--- config.mk ---
export PLATFORM = sky130hd
export DESIGN_NAME = radio_packet_fifo_sync_detect
export DESIGN_NICKNAME = d
export VERILOG_FILES = /design/src/radio_packet_fifo_sync_detect.v /design/src/byte_store.v /design/src/pattern_detector.v
export VERILOG_INCLUDE_DIRS = /design/src /design/src/pkg
export SDC_FILE = /design/constraint.sdc
export NUM_CORES = 1
export LEC_CHECK = 0
export BUFFER_PORTS_ARGS = -buffer_cell sky130_fd_sc_hd__buf_2
export CORE_AREA = 2 2 334 303
export DETAILED_ROUTE_END_ITERATION = 8
export DIE_AREA = 0 0 336 305
export PLACE_DENSITY = 0.56
export SETUP_SLACK_MARGIN = 0.15
export SYNTH_ARGS = -nofsm -noshare
export SYNTH_HDL_FRONTEND = slang
export SYNTH_SLANG_ARGS = --single-unit
export TNS_END_PERCENT = 10
--- constraint.sdc ---
create_clock -name clk -period 3.4 [get_ports clk]
set_input_delay 0.34 -clock clk [delete_from_list [all_inputs] [get_ports clk]]
set_output_delay 0.34 -clock clk [all_outputs]
set_load 0.03 [all_outputs]
--- src/pkg/radio_fifo_defines.vh ---
// Constants for the radio packet store, framer and pattern detector
// Function
// - One-byte-wide store, sixty-four entries deep
// - Transmit pops bytes, shifts out MSB first
// - Receive gathers bits, pushes each full byte
// - Drained flag high when empty, updates at select fall
// - Brimming flag high exactly when store full
// - Write into full store sets spill, drops byte
// - Writing one clears spill and empties store
// - Frame-done flag rises after final bit sent
// - Watermark compared only on store read or write
// - Watermark flag frozen from full until empty
// - Mode changes keep or empty store per table
// - Detection needs enable; synchronizer per operation mode
// - Detector shifts bits, compares, flags a match
// - First bit meets bit 7, last bit 0
// - Match flag clears leaving receive or on emptying
// - Pattern length one to eight bytes, also transmit
// - Packet operation frames and strips preamble and pattern
// - Continuous operation passes bits on data pin
// - Continuous operation leaves store and framer idle
`ifndef RADIO_FIFO_DEFINES_VH
`define RADIO_FIFO_DEFINES_VH

`define STORE_DEPTH      64
`define STORE_AW         6
`define STORE_CW         7

`define MODE_SLEEP       3'h0
`define MODE_STDBY       3'h1
`define MODE_TX          3'h3
`define MODE_RX          3'h5

`define PREAMBLE_BYTE    8'hAA
`define PREAMBLE_LAST    3'h2

`define CLK_PERIOD_NS    40
`define MODE_SETTLE_NS   200
`define TX_EXIT_NS       2000
`define SETTLE_CYC  ((`MODE_SETTLE_NS + `CLK_PERIOD_NS - 1) / `CLK_PERIOD_NS)
`define TX_EXIT_CYC ((`TX_EXIT_NS + `CLK_PERIOD_NS - 1) / `CLK_PERIOD_NS)

`endif

--- src/radio_packet_fifo_sync_detect.v ---
// Packet data path: store, shift register, framer, pattern detection
`timescale 1ns/10ps
`include "radio_fifo_defines.vh"

module radio_packet_fifo_sync_detect (
  input  wire        clk,
  input  wire        reset_n,
  input  wire [2:0]  mode,
  input  wire        packet_mode,
  input  wire        bit_sync_enable,
  input  wire        host_cs_n,
  input  wire        host_wr_stb,
  input  wire [7:0]  host_wr_data,
  input  wire        host_rd_stb,
  output wire [7:0]  host_rd_data,
  input  wire        spill_clear_stb,
  input  wire [5:0]  fill_watermark_value,
  input  wire        pattern_detect_enable,
  input  wire [2:0]  pattern_length_field,
  input  wire [63:0] pattern_value_field,
  input  wire        bit_clk,
  input  wire        rx_bit,
  output wire        tx_bit,
  input  wire        general_io_two_in,
  output wire        general_io_two_out,
  output wire        general_io_two_oe,
  output wire        store_drained_flag,
  output wire        store_brimming_flag,
  output wire        store_spill_flag,
  output wire        fill_watermark_flag,
  output wire        frame_tx_done_flag,
  output wire        pattern_match_flag,
  output wire        mode_settled_flag
);

  localparam [4:0] TX_IDLE = 5'h01;
  localparam [4:0] TX_PRE  = 5'h02;
  localparam [4:0] TX_SYNC = 5'h04;
  localparam [4:0] TX_DATA = 5'h08;
  localparam [4:0] TX_DONE = 5'h10;

  // ---------------------------------------------------------------
  // Input synchronisers
  // ---------------------------------------------------------------
  reg [1:0] bclk_s_q;
  reg [1:0] rxb_s_q;
  reg [1:0] cs_s_q;
  reg [1:0] gio_s_q;
  reg       bclk_prev_q;
  reg       cs_prev_q;
  wire      bit_edge;
  wire      cs_fall;

  always @(posedge clk or negedge reset_n) begin
    if (!reset_n) begin
      bclk_s_q    <= 2'h0;
      rxb_s_q     <= 2'h0;
      cs_s_q      <= 2'h3;
      gio_s_q     <= 2'h0;
      bclk_prev_q <= 1'b0;
      cs_prev_q   <= 1'b1;
    end else begin
      bclk_s_q    <= {bclk_s_q[0], bit_clk};
      rxb_s_q     <= {rxb_s_q[0], rx_bit};
      cs_s_q      <= {cs_s_q[0], host_cs_n};
      gio_s_q     <= {gio_s_q[0], general_io_two_in};
      bclk_prev_q <= bclk_s_q[1];
      cs_prev_q   <= cs_s_q[1];
    end
  end

  assign bit_edge = bclk_s_q[1] & ~bclk_prev_q;
  assign cs_fall  = ~cs_s_q[1] & cs_prev_q;

  // ---------------------------------------------------------------
  // Mode tracking, store clearing and settle timing
  // ---------------------------------------------------------------
  reg  [2:0] mode_prev_q;
  reg  [7:0] settle_cnt_q;
  wire       in_tx;
  wire       in_rx;
  wire       mode_chg;
  wire       mode_clear;
  wire       store_clear;
  wire [31:0] settle_cycles;
  wire [31:0] tx_exit_cycles;

  assign settle_cycles  = `SETTLE_CYC;
  assign tx_exit_cycles = `TX_EXIT_CYC;
  assign in_tx    = (mode == `MODE_TX);
  assign in_rx    = (mode == `MODE_RX);
  assign mode_chg = (mode != mode_prev_q);
  assign mode_clear = mode_chg & ((mode_prev_q == `MODE_TX) | in_rx |
                      ((mode_prev_q == `MODE_RX) & in_tx));
  assign store_clear = mode_clear | spill_clear_stb;

  // Leaving transmit lets the last bits drain, so it settles slower
  always @(posedge clk or negedge reset_n) begin
    if (!reset_n) begin
      mode_prev_q  <= `MODE_SLEEP;
      settle_cnt_q <= 8'h00;
    end else begin
      mode_prev_q <= mode;
      if (mode_chg) begin
        settle_cnt_q <= (mode_prev_q == `MODE_TX) ?
                        tx_exit_cycles[7:0] : settle_cycles[7:0];
      end else if (settle_cnt_q != 8'h00) begin
        settle_cnt_q <= settle_cnt_q - 8'h01;
      end
    end
  end

  assign mode_settled_flag = (settle_cnt_q == 8'h00) & ~mode_chg;

  // ---------------------------------------------------------------
  // Store and its access paths
  // ---------------------------------------------------------------
  wire [7:0] head_data;
  wire [6:0] level;
  wire       empty;
  wire       full;
  wire       overflow;
  wire       push;
  wire       pop;
  wire [7:0] push_data;
  wire       host_pop;
  reg        rx_push;
  reg  [7:0] rx_byte;
  reg        pop_tx;

  // Store is idle in continuous operation
  assign host_pop  = packet_mode & host_rd_stb & ~in_tx;
  assign push      = packet_mode &
                     (in_rx ? rx_push : host_wr_stb);
  assign push_data = in_rx ? rx_byte : host_wr_data;
  assign pop       = host_pop | (packet_mode & pop_tx);

  byte_store u_store (
    .clk       (clk),
    .reset_n   (reset_n),
    .push      (push),
    .push_data (push_data),
    .pop       (pop),
    .clear     (store_clear),
    .head_data (head_data),
    .level     (level),
    .empty     (empty),
    .full      (full),
    .overflow  (overflow)
  );

  assign store_brimming_flag = full;

  // ---------------------------------------------------------------
  // Host read data, drained, spill and watermark flags
  // ---------------------------------------------------------------
  reg [7:0] rd_data_q;
  reg       drained_q;
  reg       spill_q;
  reg       wm_q;
  reg       wm_ev_q;
  reg       wm_frozen_q;
  reg       empty_prev_q;

  always @(posedge clk or negedge reset_n) begin
    if (!reset_n) begin
      rd_data_q    <= 8'h00;
      drained_q    <= 1'b1;
      spill_q      <= 1'b0;
      wm_q         <= 1'b0;
      wm_ev_q      <= 1'b0;
      wm_frozen_q  <= 1'b0;
      empty_prev_q <= 1'b1;
    end else begin
      empty_prev_q <= empty;
      if (host_pop & ~empty) begin
        rd_data_q <= head_data;
      end
      // Held while a read is under way so the host sees a stable value
      if (cs_s_q[1] | cs_fall) begin
        drained_q <= empty;
      end
      if (overflow) begin
        spill_q <= 1'b1;
      end else if (spill_clear_stb) begin
        spill_q <= 1'b0;
      end
      wm_ev_q <= push | pop;
      if (full) begin
        wm_frozen_q <= 1'b1;
      end else if (empty) begin
        wm_frozen_q <= 1'b0;
      end
      if (wm_ev_q & ~wm_frozen_q & ~full) begin
        wm_q <= (level > {1'b0, fill_watermark_value});
      end
    end
  end

  assign host_rd_data        = rd_data_q;
  assign store_drained_flag  = drained_q;
  assign store_spill_flag    = spill_q;
  assign fill_watermark_flag = wm_q;

  // ---------------------------------------------------------------
  // Transmit framer and shift register
  // ---------------------------------------------------------------
  reg  [4:0]  tx_state_q;
  reg  [4:0]  tx_state_d;
  reg  [2:0]  idx_q;
  reg  [2:0]  idx_d;
  reg  [7:0]  tx_sh_q;
  reg  [2:0]  bits_left_q;
  reg         tx_bit_q;
  reg         done_q;
  reg         fetch_ok;
  reg  [7:0]  fetch_byte;
  reg         done_set;
  wire        tx_run;
  wire        need;
  wire [63:0] sync_al;

  assign tx_run  = in_tx & packet_mode;
  assign need    = tx_run & bit_edge & (bits_left_q == 3'h0);
  assign sync_al = pattern_value_field << {idx_q, 3'h0};

  always @* begin
    tx_state_d = tx_state_q;
    idx_d      = idx_q;
    fetch_ok   = 1'b0;
    fetch_byte = 8'h00;
    pop_tx     = 1'b0;
    done_set   = 1'b0;
    case (tx_state_q)
      TX_IDLE: begin
        idx_d = 3'h0;
        if (tx_run) begin
          tx_state_d = TX_PRE;
        end
      end
      TX_PRE: begin
        fetch_ok   = 1'b1;
        fetch_byte = `PREAMBLE_BYTE;
        if (need) begin
          idx_d = idx_q + 3'h1;
          if (idx_q == `PREAMBLE_LAST) begin
            idx_d      = 3'h0;
            tx_state_d = TX_SYNC;
          end
        end
      end
      TX_SYNC: begin
        fetch_ok   = 1'b1;
        fetch_byte = sync_al[63:56];
        if (need) begin
          idx_d = idx_q + 3'h1;
          if (idx_q == pattern_length_field) begin
            tx_state_d = TX_DATA;
          end
        end
      end
      TX_DATA: begin
        fetch_ok   = ~empty;
        fetch_byte = head_data;
        if (need) begin
          if (empty) begin
            tx_state_d = TX_DONE;
            done_set   = 1'b1;
          end else begin
            pop_tx = 1'b1;
          end
        end
      end
      TX_DONE: begin
        tx_state_d = TX_DONE;
      end
      default: begin
        tx_state_d = TX_IDLE;
      end
    endcase
    if (!tx_run) begin
      tx_state_d = TX_IDLE;
    end
  end

  always @(posedge clk or negedge reset_n) begin
    if (!reset_n) begin
      tx_state_q  <= TX_IDLE;
      idx_q       <= 3'h0;
      tx_sh_q     <= 8'h00;
      bits_left_q <= 3'h0;
      tx_bit_q    <= 1'b0;
      done_q      <= 1'b0;
    end else begin
      tx_state_q <= tx_state_d;
      idx_q      <= idx_d;
      if (done_set) begin
        done_q <= 1'b1;
      end else if (!in_tx) begin
        done_q <= 1'b0;
      end
      if (in_tx & ~packet_mode & bit_edge) begin
        tx_bit_q <= gio_s_q[1];
      end else if (tx_run & bit_edge) begin
        if (bits_left_q != 3'h0) begin
          tx_bit_q    <= tx_sh_q[7];
          tx_sh_q     <= {tx_sh_q[6:0], 1'b0};
          bits_left_q <= bits_left_q - 3'h1;
        end else if (fetch_ok) begin
          tx_bit_q    <= fetch_byte[7];
          tx_sh_q     <= {fetch_byte[6:0], 1'b0};
          bits_left_q <= 3'h7;
        end
      end
      if (!tx_run) begin
        bits_left_q <= 3'h0;
      end
    end
  end

  assign tx_bit             = tx_bit_q;
  assign frame_tx_done_flag = done_q;

  // ---------------------------------------------------------------
  // Receive: pattern detection and byte assembly
  // ---------------------------------------------------------------
  reg  [2:0] rx_cnt_q;
  reg  [6:0] rx_sh_q;
  reg        match_q;
  reg        gio_out_q;
  wire       det_en;
  wire       rx_shift;
  wire       hit;

  // Packet operation runs the bit synchroniser by itself
  assign det_en   = in_rx & pattern_detect_enable &
                    (packet_mode | bit_sync_enable);
  assign rx_shift = bit_edge & in_rx & packet_mode & match_q;

  pattern_detector u_detect (
    .clk      (clk),
    .reset_n  (reset_n),
    .enable   (det_en),
    .shift_en (bit_edge),
    .bit_in   (rxb_s_q[1]),
    .length   (pattern_length_field),
    .pattern  (pattern_value_field),
    .hit      (hit)
  );

  always @* begin
    rx_push = rx_shift & (rx_cnt_q == 3'h7);
    rx_byte = {rx_sh_q, rxb_s_q[1]};
  end

  always @(posedge clk or negedge reset_n) begin
    if (!reset_n) begin
      rx_cnt_q  <= 3'h0;
      rx_sh_q   <= 7'h00;
      match_q   <= 1'b0;
      gio_out_q <= 1'b0;
    end else begin
      gio_out_q <= rxb_s_q[1];
      if (hit & ~match_q) begin
        match_q <= 1'b1;
      end else if (!in_rx | (empty & ~empty_prev_q) | store_clear) begin
        match_q <= 1'b0;
      end
      if (!match_q) begin
        rx_cnt_q <= 3'h0;
      end else if (rx_shift) begin
        rx_sh_q  <= {rx_sh_q[5:0], rxb_s_q[1]};
        rx_cnt_q <= rx_cnt_q + 3'h1;
      end
    end
  end

  assign pattern_match_flag = match_q;
  assign general_io_two_out = gio_out_q;
  assign general_io_two_oe  = in_rx & ~packet_mode;

endmodule // radio_packet_fifo_sync_detect

--- src/byte_store.v ---
// Sixty-four byte first-in first-out store with level and spill detect
`timescale 1ns/10ps
`include "radio_fifo_defines.vh"

module byte_store (
  input  wire                   clk,
  input  wire                   reset_n,
  input  wire                   push,
  input  wire [7:0]             push_data,
  input  wire                   pop,
  input  wire                   clear,
  output wire [7:0]             head_data,
  output wire [`STORE_CW-1:0]   level,
  output wire                   empty,
  output wire                   full,
  output wire                   overflow
);

  reg [7:0]           mem [0:`STORE_DEPTH-1];
  reg [`STORE_AW-1:0] wr_ptr_q;
  reg [`STORE_AW-1:0] rd_ptr_q;
  reg [`STORE_CW-1:0] count_q;
  wire                push_ok;
  wire                pop_ok;

  assign empty     = (count_q == 7'h00);
  assign full      = (count_q == 7'h40);
  assign overflow  = push & full;
  assign push_ok   = push & ~full;
  assign pop_ok    = pop & ~empty;
  assign head_data = mem[rd_ptr_q];
  assign level     = count_q;

  always @(posedge clk) begin
    if (push_ok & ~clear) begin
      mem[wr_ptr_q] <= push_data;
    end
  end

  always @(posedge clk or negedge reset_n) begin
    if (!reset_n) begin
      wr_ptr_q <= 6'h00;
      rd_ptr_q <= 6'h00;
      count_q  <= 7'h00;
    end else if (clear) begin
      wr_ptr_q <= 6'h00;
      rd_ptr_q <= 6'h00;
      count_q  <= 7'h00;
    end else begin
      if (push_ok) begin
        wr_ptr_q <= wr_ptr_q + 6'h01;
      end
      if (pop_ok) begin
        rd_ptr_q <= rd_ptr_q + 6'h01;
      end
      count_q <= count_q + {6'h00, push_ok} - {6'h00, pop_ok};
    end
  end

endmodule // byte_store

--- src/pattern_detector.v ---
// Serial pattern detector comparing the last received bits to a pattern
`timescale 1ns/10ps

module pattern_detector (
  input  wire        clk,
  input  wire        reset_n,
  input  wire        enable,
  input  wire        shift_en,
  input  wire        bit_in,
  input  wire [2:0]  length,
  input  wire [63:0] pattern,
  output wire        hit
);

  reg  [63:0] win_q;
  wire [7:0]  byte_hit;

  // Window clears while disabled; zeros never match a legal pattern
  always @(posedge clk or negedge reset_n) begin
    if (!reset_n) begin
      win_q <= 64'h0000000000000000;
    end else if (!enable) begin
      win_q <= 64'h0000000000000000;
    end else if (shift_en) begin
      win_q <= {win_q[62:0], bit_in};
    end
  end

  // Window byte k (k=0 newest) meets pattern byte (length-k)
  genvar k;
  generate
    for (k = 0; k < 8; k = k + 1) begin : g_cmp
      localparam [2:0] KK = k;
      wire [2:0]  idx = length - KK;
      wire [63:0] al  = pattern << {idx, 3'h0};
      assign byte_hit[k] = (KK > length) |
                           (win_q[8*k+7:8*k] == al[63:56]);
    end
  endgenerate

  assign hit = enable & (&byte_hit);

endmodule // pattern_detector

# == Word level (Yosys, flattened, before mapping) ==
# Memory sizes are Yosys's and may differ from the RTL's.
# Cells that the tools add are included.
# classes
magnitude_cmp,9
n_shift,9
n_mux,55
bitwise,60
n_eq_ne,36
add_sub_neg,15
n_reduce_logical,24
# op_table
op,n
64-bit by 6-bit left shift with 64-bit output,9
64-bit 2-to-1 mux,2
8-bit equality test,8
8-bit 2-to-1 mux,5
5-bit 2-to-1 mux,7
1-bit AND,31
3-bit 2-to-1 mux,10
6-bit 2-to-1 mux,5
5-bit one-hot mux with 5 select lines,1
8-bit one-hot mux with 3 select lines,1
1-bit 2-to-1 mux,21
"3-bit != test, second input constant",6
1-bit OR,17
2-bit nonzero test,8
"6-bit by 1-bit adder with 6-bit output, second input constant",2
"3-bit greater-than comparator, first input constant",4
1-bit NOT,12
"3-bit subtractor, second input constant",4
"3-bit by 2-bit equality test with 1-bit output, second input constant",3
"3-bit equality test, second input constant",3
3-bit one-hot mux with 3 select lines,1
3-bit AND reduction,3
3-bit nonzero test,3
8-bit zero test,1
other kinds (30),41
# totals
input_bits,96
wordCells,238
memories,1
register_bits,151
out_inout_bits,18
ramBits,512
# memory_table
memory,words,width,read_ports,rd_ports_with_merged_regs,write_ports,line_no,source
u_store.mem,64,8,1,0,1,byte_store.v:19,reg [7:0] mem [0:`STORE_DEPTH-1];

# == Longest topological paths before layout ==
# Gate-level depths: netlist of the first run.
# logic_depth
word_depth,12
mapped_depth,18
ltp_nobuf,18

# == Cells and area by module ==
# A second synthesis of the first run with hierarchy kept.
# hier_totals
hier_cells,1944
hier_area_um2,31644.1
# modules_own_cells
mod,instances,seq_area_each_um2,cells_per_inst,area_each_um2
byte_store,1,15850.2,1017,21060.2
pattern_detector,1,1601.5,537,6531.3
radio_packet_fifo_sync_detect,1,1684.1,390,4052.6

# == Least setup slack after synthesis of the first run ==
# No wires, ideal clock.
# synth_timing
kind,input to register
startpoint,input pattern_length_field[0]
endpoint,register match_q (netlist: pattern_match_flag)
cell_stages,15
required_ns,3.336
n_path_buf,5
setup_slack_ns,-0.491
arrival_time_ns,3.826
setup_time_ns,0.064
path_cell_list,buf_2 > buf_2 > clkbuf_1 > inv_1 > ha_1 > buf_2 > buf_1 > mux4_2 > xnor2_1 > nand4_1 > nor3_1 > nor3_1 > or3_1 > a2111oi_0 > a21o_1
# synth_between
elab_chain_cells,8
word_cells_on_any_way,44
cone_classes,add/sub (7); order compare (8); eq/ne (8); shift (8); mux (1); bitwise (10); reduce/logical (2)
# synth_lines
item,line_no,source
from (decl),radio_packet_fifo_sync_detect.v:19,"input wire [2:0] pattern_length_field,"
3-bit by 1-bit subtractor with 3-bit output (tied with other cells),pattern_detector.v:34,wire [2:0] idx = length - KK;
64-bit by 6-bit left shift with 64-bit output,pattern_detector.v:35,"wire [63:0] al = pattern << {idx, 3'h0};"
8-bit equality test,pattern_detector.v:37,(win_q[8*k+7:8*k] == al[63:56]);
1-bit OR,pattern_detector.v:36,assign byte_hit[k] = (KK > length) |
8-bit AND reduction *,pattern_detector.v:41,assign hit = enable & (&byte_hit);
1-bit AND *,pattern_detector.v:41,
1-bit AND *,radio_packet_fifo_sync_detect.v:364,if (hit & ~match_q) begin
1-bit 2-to-1 mux / 2-bit nonzero test (equally long branches),-,
to (signal assigned),radio_packet_fifo_sync_detect.v:360,match_q <= 1'b0;
to (signal assigned),radio_packet_fifo_sync_detect.v:365,match_q <= 1'b1;
to (signal assigned),radio_packet_fifo_sync_detect.v:367,match_q <= 1'b0;
to (decl),radio_packet_fifo_sync_detect.v:329,reg match_q;
# Mark *: on every way between the ends. The rest lies on a longest branch, timed or not.
# A chain may end at the register's enable or synchronous reset.

# == Worst setup path in the final report of the first run ==
# layout_timing
startpoint,register u_store.count_q[4] (netlist: u_store.level[4])
endpoint,register u_store.count_q[6] (netlist: u_store.level[6])
# layout_between
elab_chain_cells,9
word_cells_on_any_way,14
cone_classes,add/sub (2); eq/ne (1); mux (4); bitwise (6); reduce/logical (1)
# layout_lines
item,line_no,source
from (decl),byte_store.v:22,reg [`STORE_CW-1:0] count_q;
from (signal assigned),byte_store.v:56,"count_q <= count_q + {6'h00, push_ok} - {6'h00, pop_ok};"
branches (longest 7 deep; another with 7-bit by 1-bit adder with 7-bit output),-,
7-bit by 1-bit subtractor with 7-bit output *,byte_store.v:56,
7-bit 2-to-1 mux *,byte_store.v:45,end else if (clear) begin
# Mark *: on every way between the ends.

==> impl_metrics.toml, run 1 <==
[job]
max_cap_viol_count = 0

[drt]
drc = 0
dr.pass1.iters = 7
drt_wl_total_um = 78500
vias_per_cell = 5.10
wl_per_cell_um = 22.6
drt_iter0_markers = 1603
vias = 17700
drtAntennaViolNets = 0

[synthesis]
synth_nets = 1974
ys.flop_type = "edfxtp_1"
ys_ff_latch = 662
syn_area_per_cell_um2 = 16.5
synth_cells = 1846
yosysTopAreaCell = "edfxtp_1"
syn_area_um2 = 30500
synth_top_area_share_pct = 50.4
synth.area.top_cells = "edfxtp_1 (50%), mux4_2 (19%), dfrtp_1 (12%), xnor2_1 (2.1%), nand2_1 (2.1%)"
yosysSeqAreaShare_pct = 62.7
synth_edf_count = 512
ys_types = 60
synth_warnings = 0
synthArstFlopShare_pct = 22.7

[finish]
layout_commonest_cell = "edfxtp_1"
final_nets = 2200
final_cell_mix = "edfxtp_1 (512), mux4_2 (256), nand2_1 (168)"
post-route-util_pct = 36.1
area_growth_pct = 17.6
layout.cells.non_filler = 3469
diodes = 0
drive_gt1_share_pct = 31.3

[power]
p_per_area_nw_per_um2 = 534
max-vdd-ir-drop_v = 0.000315
leakage_nw = 11.9

[timing]
tightest_slew_ps = 1250
slew_headroom_pct = 16.3
period_share_pct = 94.2
maxSlewViolCount = 0
setup_viol = 0
clock_skew_ps = 27.6
hold_violations = 0
setup-tns-final_ps = 0
fin_crit_ps = 3200
rsz0062_at_grt = "true"
fin_hold_ws_ps = 44.2
fmax_mhz = 312

[clock_tree]
clk_path_buf_depth = 3
cts_buffers = 71
htreeDepth = 3
cts_tree = "yes"
root_buffer = "clkbuf_16"
clk_latency_ps = 610
clk_pin_slew_ps = 60
cts.sinks = 662

[die]
start_util_pct = 30.7
dieArea_um2 = 102000
core_um2 = 99200
die_y_um = 305
num_io_pins = 114
rows = 110
die_x_um = 336

[worst_setup_path]
crit_path_start_kind = "flop"
path_class = "flop to flop"
cp-end-kind = "flop"
critPathLaunch = "u_store.level[4]"
timing.rr.start = "u_store.level[4]"
arrival_ps = 3740
worstPathRequired_ps = 3940
cp_max_fo = 4

[global_routing]
grt_use_total_pct = 15.3
grt_max_degree = 77
grt_overflow = 0
grt_pass1_wl_um = 117000
grt_pass1_vias = 18000
antenna_found_initial = 4

[placed_design]
gp_congestion = 0.867
port_buffers = 113
dp_hpwl_um = 53600
dp.cells = 3327

[worst_hold_path]
hp-class = "input port to flop"
hp-start = "packet_mode"

[status]
status = "complete, no violations"
==> cell usage after synthesis (2+ instances only) <==
library cell	n
edfxtp_1	512
mux4_2	256
nand2_1	170
dfrtp_1	144
nor2_1	115
a21oi_1	84
xnor2_1	74
mux2i_1	55
clkbuf_1	50
xor2_1	50
inv_1	33
ha_1	31
o21ai_0	27
buf_1	26
mux2_2	23
nand4_1	23
buf_2	18
nor3_1	17
nand3_1	14
nor4_1	11
buf_6	9
nand2b_1	8
or3_1	8
nand3b_1	7
dfstp_2	6
nor2b_1	6
o21ai_1	6
a21o_1	5
buf_4	5
o211ai_1	5
or2_2	4
a221oi_1	3
a311oi_1	3
a31oi_1	3
and2_1	3
o31ai_1	3
a2111oi_0	2
a211oi_1	2
o21bai_1	2
o22ai_1	2
or3b_2	2
==> metrics by stage <==
step	total power, mW	setup slack, ps	instance area [µm²]
finish	19.1	197	35900
CTS	19.3	152	35800
global placement	11.7	171	33500
floorplan	10.9	140	30600
detailed placement	11.7	180	33500
global route	19.9	-4.35	35900
==> critical path: stages, from the launching register on <==
cell and delay, ps:
dfrtp_1 410, inv_2 100, ha_4 130, nor4bb_4 310, nand2b_1 170, nand4_1 210
o21ai_4 100, ha_4 270, inv_2 30, ha_2 180, inv_2 60, fa_2 210
inv_2 40, a21oi_2 100, o21bai_1 110, a21oi_1 130, nor2_1 70, or3_1 380
a21oi_2 120
==> what timing repair did <==
action / in CTS / in global routing
buffers inserted: 0 / 7
setup endpoints to repair: 0 / 37
endpoints found under the hold margin: 76 / 0
hold buffers: 9 / 0
gates resized for setup: 0 / 14
==> worst paths after layout <==
kind                                       end  slack [ps]  depth (start not counted)
min in group asynchronous  fill_watermark_flag         320                          2
min                              tx_state_q[0]          40                          2
max in group asynchronous  u_store.rd_ptr_q[0]        2190                          3
min reg2reg                         gio_s_q[1]         350                          0
max                           u_store.level[6]         200                         18
max reg2reg                   u_store.level[6]         200                         18
==> power breakdown <==
group / total (mW) / internal [mW] / switching (mW)
Sequential: 9.01 / 8.90 / 0.113
Combinational: 2.64 / 1.20 / 1.44
Clock: 7.50 / 4.34 / 3.16
==> sequential cells by signal, indices dropped and copies added (netlist names), 3 cells and up <==
register and cells:
mode_prev_q 3, rx_sh_q 7, tx_sh_q 7, bits_left_q 3
u_store.level 7, rx_cnt_q 3, idx_q 3, u_detect.win_q 64
host_rd_data 8, tx_state_q 5, u_store.wr_ptr_q 6, u_store.mem 512
settle_cnt_q 8, u_store.rd_ptr_q 6
==> kinds of logic after synthesis <==
family / after synthesis / synth area share [%]
DFF: 662 / 62.7
and+or+nand+nor: 398 / 5.82
muxes: 334 / 21.6
AOI/OAI and AO/OA: 154 / 2.88
buffers and inverters: 142 / 2.10
xor gates and xnor gates: 124 / 3.56
adders and majority gates: 32 / 1.34
==> layout make-up <==
type	instances	area, µm²
Inverter	34	128
Clock buffer	99	2000
Tap cell	1344	1680
Sequential cell	662	19100
Clock inverter	27	228
Timing Repair Buffer	261	1880
Multi-Input combinational cell	1042	10800
Fill cell	9247	63400
==> layer usage <==
metal | track usage [%] | wire length (µm) | part of all wire (%)
met1 | 21.5 | 34400 | 44
met3 | 3.23 | 5050 | 6.4
met4 | 4.06 | 1860 | 2.4
met5 | 0 | 0 | 0
met2 | 24.0 | 37100 | 47
(Power assumes the default switching activity.)
==> run 2: changes to the inputs <==
--- a/config.mk
+++ b/config.mk
@@ -7,10 +7,12 @@
 export NUM_CORES = 1
 export LEC_CHECK = 0
 export BUFFER_PORTS_ARGS = -buffer_cell sky130_fd_sc_hd__buf_2
+export CELL_PAD_IN_SITES_DETAIL_PLACEMENT = 1
+export CELL_PAD_IN_SITES_GLOBAL_PLACEMENT = 1
 export CORE_AREA = 2 2 334 303
 export DETAILED_ROUTE_END_ITERATION = 8
 export DIE_AREA = 0 0 336 305
-export PLACE_DENSITY = 0.56
+export PLACE_DENSITY = 0.62
 export SETUP_SLACK_MARGIN = 0.15
 export SYNTH_ARGS = -nofsm -noshare
 export SYNTH_HDL_FRONTEND = slang
==> run 2 against run 1 <==
Cell area increased by 1.8%. Global-route usage increased by 1.2 points. Routed wire length increased by 7.8%. Hold slack improved by 66 ps. Sequential share of layout area decreased by 0.92 points. First-iteration DRC count decreased by 7.7%. Clock skew increased by 7.4 ps. Register-to-register slack about the same. Combinational power increased by 17%. Power increased by 6.1%. Die area unchanged. Critical path depth increased by 3. Highest routed layer unchanged.
==> impl_metrics.toml, run 2 (synthesized netlist as in run 1, its figures left out) <==
[worst_setup_path]
ff2ff_setup_slack_ps = 190
critPathLaunch = "u_store.level[2]"
setup.worst_path.end = "pattern_match_flag"
worstPathRequired_ps = 3920
cp_max_fo = 3
timing.rr.end = "pattern_match_flag"
cp-end-kind = "flop"
timing.rr.start = "u_store.level[2]"
path_class = "flop to flop"
arrival_ps = 3730
reg2reg_depth = 21
crit_path_start_kind = "flop"

[drt]
drt_iter0_markers = 1479
vias = 17900
dr.pass1.iters = 5
drtAntennaViolNets = 0
drt_wl_total_um = 84600
vias_per_cell = 5.10
wl_per_cell_um = 24.1
drc = 0

[finish]
layout_commonest_cell = "edfxtp_1"
post-route-util_pct = 36.8
final_nets = 2237
design_area_um2 = 36500
layout.cells.non_filler = 3513
diodes = 0
top_register = "u_store.mem"
largest_register_ffs = 512
fillers = 10000
final_cell_mix = "edfxtp_1 (512), mux4_2 (256), nand2_1 (169)"
drive_gt1_share_pct = 33.0
seq_area_um2 = 19100
area_growth_pct = 19.7
reg.largest.list = "u_store.mem (512), u_detect.win_q (64)"
multi_input_area_um2 = 10800

[timing]
maxSlewViolCount = 0
fmax_mhz = 311
slew_headroom_pct = 36.4
tightest_slew_ps = 953
period_share_pct = 94.5
setup_viol = 0
setup-tns-final_ps = 0
hold_violations = 0
rsz0062_at_grt = "true"
fin_crit_ps = 3210
fin_ws_ps = 185
clock_skew_ps = 35.0
fin_hold_ws_ps = 111

[status]
status = "complete, no violations"

[die]
rows = 110
die_x_um = 336
start_util_pct = 30.7
dieArea_um2 = 102000
num_io_pins = 114
die_y_um = 305
core_um2 = 99200

[clock_tree]
cts_buffers = 74
clk_path_buf_depth = 3
root_buffer = "clkbuf_16"
cts_tree = "yes"
clk_latency_ps = 640
htreeDepth = 3
clk_pin_slew_ps = 60
cts.sinks = 662

[power]
p_sw_share_pct = 24.8
clkPwrFrac_pct = 40.6
max-vdd-ir-drop_v = 0.000361
p_int_mw = 15.3
p_per_area_nw_per_um2 = 557
switching_power_mw = 5.04
power_mw = 20.3
leakage_nw = 12.2
seq_power_share_pct = 44.3
p_comb_share_pct = 15.2

[placed_design]
pre_cts_ws_ps = 47.4
place_area_um2 = 33500
gp_congestion = 0.879
port_buffers = 113
dp.cells = 3337
dp_hpwl_um = 57200

[global_routing]
grt_overflow = 0
grt_max_degree = 99
antenna_found_initial = 2
grt_use_total_pct = 16.5
grt_pass1_wl_um = 126000
grt_pass1_vias = 18900

[worst_hold_path]
hp-start = "host_rd_stb"
hp-class = "input port to flop"

[job]
max_cap_viol_count = 0
-- run 2: power groups by stage --
stage	sequential [mW]	clock, mW	combinational [mW]
floorplan	9.26	0	1.62
global placement	9.14	0	2.60
detailed placement	9.16	0	2.65
CTS	8.99	8.44	2.87
global route	9.01	8.71	3.32
finish	8.99	8.24	3.08
-- run 2: what timing repair did --
action | 4_1_cts | 5_1_grt
endpoints found under the hold margin | 99 | 0
hold buffers | 10 | 0
setup buffers | 17 | 12
cloned | 0 | 1
pin swaps | 2 | 16
gates resized for setup | 1 | 29
endpoints found under the setup margin | 1 | 7
-- run 2: area by class of cell --
| cell class | count | area share, % |
|---|---|---|
| Sequential cell | 662 | 52.4 |
| Multi-Input combinational cell | 1042 | 29.7 |
| Timing Repair Buffer | 295 | 5.95 |
| Clock buffer | 102 | 5.78 |
| Tap cell | 1344 | 4.61 |
| Clock inverter | 34 | 1.16 |
| Inverter | 34 | 0.350 |
-- run 2: worst max-delay path: stages, from the launching register on --
cell and delay (ps):
dfrtp_1 420, inv_2 90, ha_4 110, nor4bb_4 300
nand2b_1 150, buf_4 170, buf_4 120, buf_4 120
buf_6 100, buf_6 100, buf_6 100, buf_4 120
buf_4 120, buf_4 130, buf_4 120, buf_4 120
buf_4 120, buf_4 120, buf_6 110, nor2_4 130
nor4_4 70, a21o_1 160
-- run 2: how the worst min path moves through the flow --
stage	end	depth (start not counted)
after floorplan	bclk_prev_q	0
after global placement	rxb_s_q[1]	0
after detailed placement	bclk_s_q[1]	0
after CTS	wm_ev_q	5
after global routing	wm_ev_q	5
final	wm_ev_q	5
-- run 2: layer usage --
layer  wire length [µm]  global-route usage [%]  share of wire [%]  vias up
li1                   -                       -                  -     7750
met1              37600                    23.2                 44     9571
met2              41100                    26.7                 49      465
met3               4100                    2.82                4.8      117
met4               1780                    3.68                2.1        0
met5                  0                       0                  0        -
==> run 3: changes to the inputs <==
--- a/config.mk
+++ b/config.mk
@@ -9,10 +9,10 @@
 export BUFFER_PORTS_ARGS = -buffer_cell sky130_fd_sc_hd__buf_2
 export CELL_PAD_IN_SITES_DETAIL_PLACEMENT = 1
 export CELL_PAD_IN_SITES_GLOBAL_PLACEMENT = 1
-export CORE_AREA = 2 2 334 303
+export CORE_AREA = 2 2 345 313
 export DETAILED_ROUTE_END_ITERATION = 8
-export DIE_AREA = 0 0 336 305
-export PLACE_DENSITY = 0.62
+export DIE_AREA = 0 0 347 315
+export PLACE_DENSITY = 0.59
 export SETUP_SLACK_MARGIN = 0.15
 export SYNTH_ARGS = -nofsm -noshare
 export SYNTH_HDL_FRONTEND = slang
==> run 3 against run 2 <==
Die area rose by 6.7%. Count of clock-buffer cells in the layout did not move. Clock power fell by 2.9%. Cell area fell by 0.87%. Cell count rose by 0.65%. Clock skew fell by 15 ps. Fmax rose by 0.86%. Sequential share of layout area rose by 0.46 points. Global-route usage fell by 1.2 points. Largest power group unchanged.
==> impl_metrics.toml, run 3 (synthesized netlist as in run 1, its figures left out) <==
[status]
status = "complete, no violations"

[timing]
tightest_slew_ps = 1300
rsz0062_at_grt = "true"
maxSlewViolCount = 0
hold_violations = 0
fmax_mhz = 314
setup-tns-final_ps = 0
setup_viol = 0
fin_ws_ps = 213
period_share_pct = 93.7
slew_headroom_pct = 13.5
fin_crit_ps = 3190
clock_skew_ps = 20.1

[global_routing]
antenna_found_initial = 1
grt_max_degree = 80
grt_use_total_pct = 15.3
grt_pass1_vias = 19000
grt_pass1_wl_um = 126000
grt_overflow = 0

[finish]
final_cell_mix = "edfxtp_1 (512), mux4_2 (256), nand2_1 (169)"
top_register = "u_store.mem"
design_area_um2 = 36200
final_nets = 2212
drive_gt1_share_pct = 31.7
largest_register_ffs = 512
area_growth_pct = 18.6
layout_commonest_cell = "edfxtp_1"
reg.largest.list = "u_store.mem (512), u_detect.win_q (64)"
post-route-util_pct = 34.1
diodes = 0

[job]
max_cap_viol_count = 0

[power]
p_per_area_nw_per_um2 = 545
leakage_nw = 12.0
max-vdd-ir-drop_v = 0.000302
power_mw = 19.7

[die]
num_io_pins = 114
start_util_pct = 28.7
die_y_um = 315
rows = 114
die_x_um = 347
dieArea_um2 = 109000
core_um2 = 106000

[clock_tree]
cts.sinks = 662
clk_latency_ps = 620
htreeDepth = 3
cts_buffers = 75
clk_path_buf_depth = 3
clk_pin_slew_ps = 60
cts_tree = "yes"
root_buffer = "clkbuf_16"

[worst_setup_path]
crit_slowest_cell = "dfrtp_1"
cp-end-kind = "flop"
path_class = "flop to flop"
arrival_ps = 3680
cp.buffers_inverters = 4
crit_path_start_kind = "flop"
worstPathRequired_ps = 3890
path_cells = "inv_2 -> ha_1 -> nor4bb_4 -> nand2b_4 -> nand4_1 -> o21ai_4 -> ha_1 -> inv_1 -> ha_2 -> inv_2 -> fa_2 -> inv_1 -> a21oi_2 -> o21bai_1 -> a21oi_1 -> nor2_1 -> or3_1 -> a21oi_2"
cp_max_fo = 5
slowest_delay_ps = 410
crit_family = "adder cells"

[drt]
vias_per_cell = 5.01
drc = 0
dr.pass1.iters = 5
drt_iter0_markers = 1302
drt_wl_total_um = 83600
wl_per_cell_um = 23.6
drtAntennaViolNets = 0
vias = 17700

[placed_design]
port_buffers = 113
pre_cts_ws_ps = -39.5
dp_hpwl_um = 57500
place_area_um2 = 33600
gp_congestion = 0.857

[worst_hold_path]
hp-class = "input port to flop"
## run 3: per-stage QoR
step           hold slack [ps]  cells
3_5_place_dp               343   3384
2_1_floorplan             44.4   1846
3_3_place_gp               332   3384
6_report                  92.6   3536
4_1_cts                   51.9   3531
5_1_grt                   85.8   3536
## run 3: cell type report
class | instances | area, µm²
clock buffers | 102 | 2040
inverters | 34 | 128
fillers | 10900 | 70100
multi-input cells | 1042 | 10800
well taps | 1392 | 1740
flip-flops and latches | 662 | 19100
repair buffers | 269 | 1960
clock inverters | 35 | 374
## run 3: routing by layer
metal / global-route usage [%] / vias up / part of all wire [%]
li1: - / 7699 / -
met1: 21.0 / 9518 / 45
met2: 25.3 / 386 / 49
met3: 2.59 / 100 / 4.4
met4: 3.76 / 0 / 1.9
met5: 0 / - / 0
## run 3: final timing paths
| check | cells past startpoint | end | start | slack [ps] |
|---|---|---|---|---|
| max in group asynchronous | 3 | u_detect.win_q[61] | reset_n | 2210 |
| worst max register to register | 18 | u_store.level[6] | u_store.level[4] | 210 |
| worst min register to register | 0 | rxb_s_q[1] | rxb_s_q[0] | 350 |
| worst max-delay path | 18 | u_store.level[6] | u_store.level[4] | 210 |
| min in group asynchronous | 2 | store_spill_flag | reset_n | 370 |
| worst min-delay path | 5 | wm_ev_q | host_rd_stb | 90 |
## run 3: report_power, final
part	total (mW)	switching, mW	internal (mW)
sequential	8.99	0.0964	8.90
combinational	2.72	1.49	1.23
clock	8.00	3.31	4.69
total	19.7	4.90	14.8
## run 3: what timing repair did
| action | CTS | global route |
|---|---|---|
| buffers inserted | 0 | 5 |
| pin swaps | 0 | 6 |
| endpoints found under the setup margin | 224 | 189 |
| hold buffers | 10 | 0 |
| gates resized for setup | 1 | 10 |
| endpoints found under the hold margin | 80 | 0 |
## run 3: worst min-delay path, cell delays in order
cell and delay (ps):
buf_2 110, nand2_1 50, o41ai_1 50, nand2_1 60, nand2_1 60
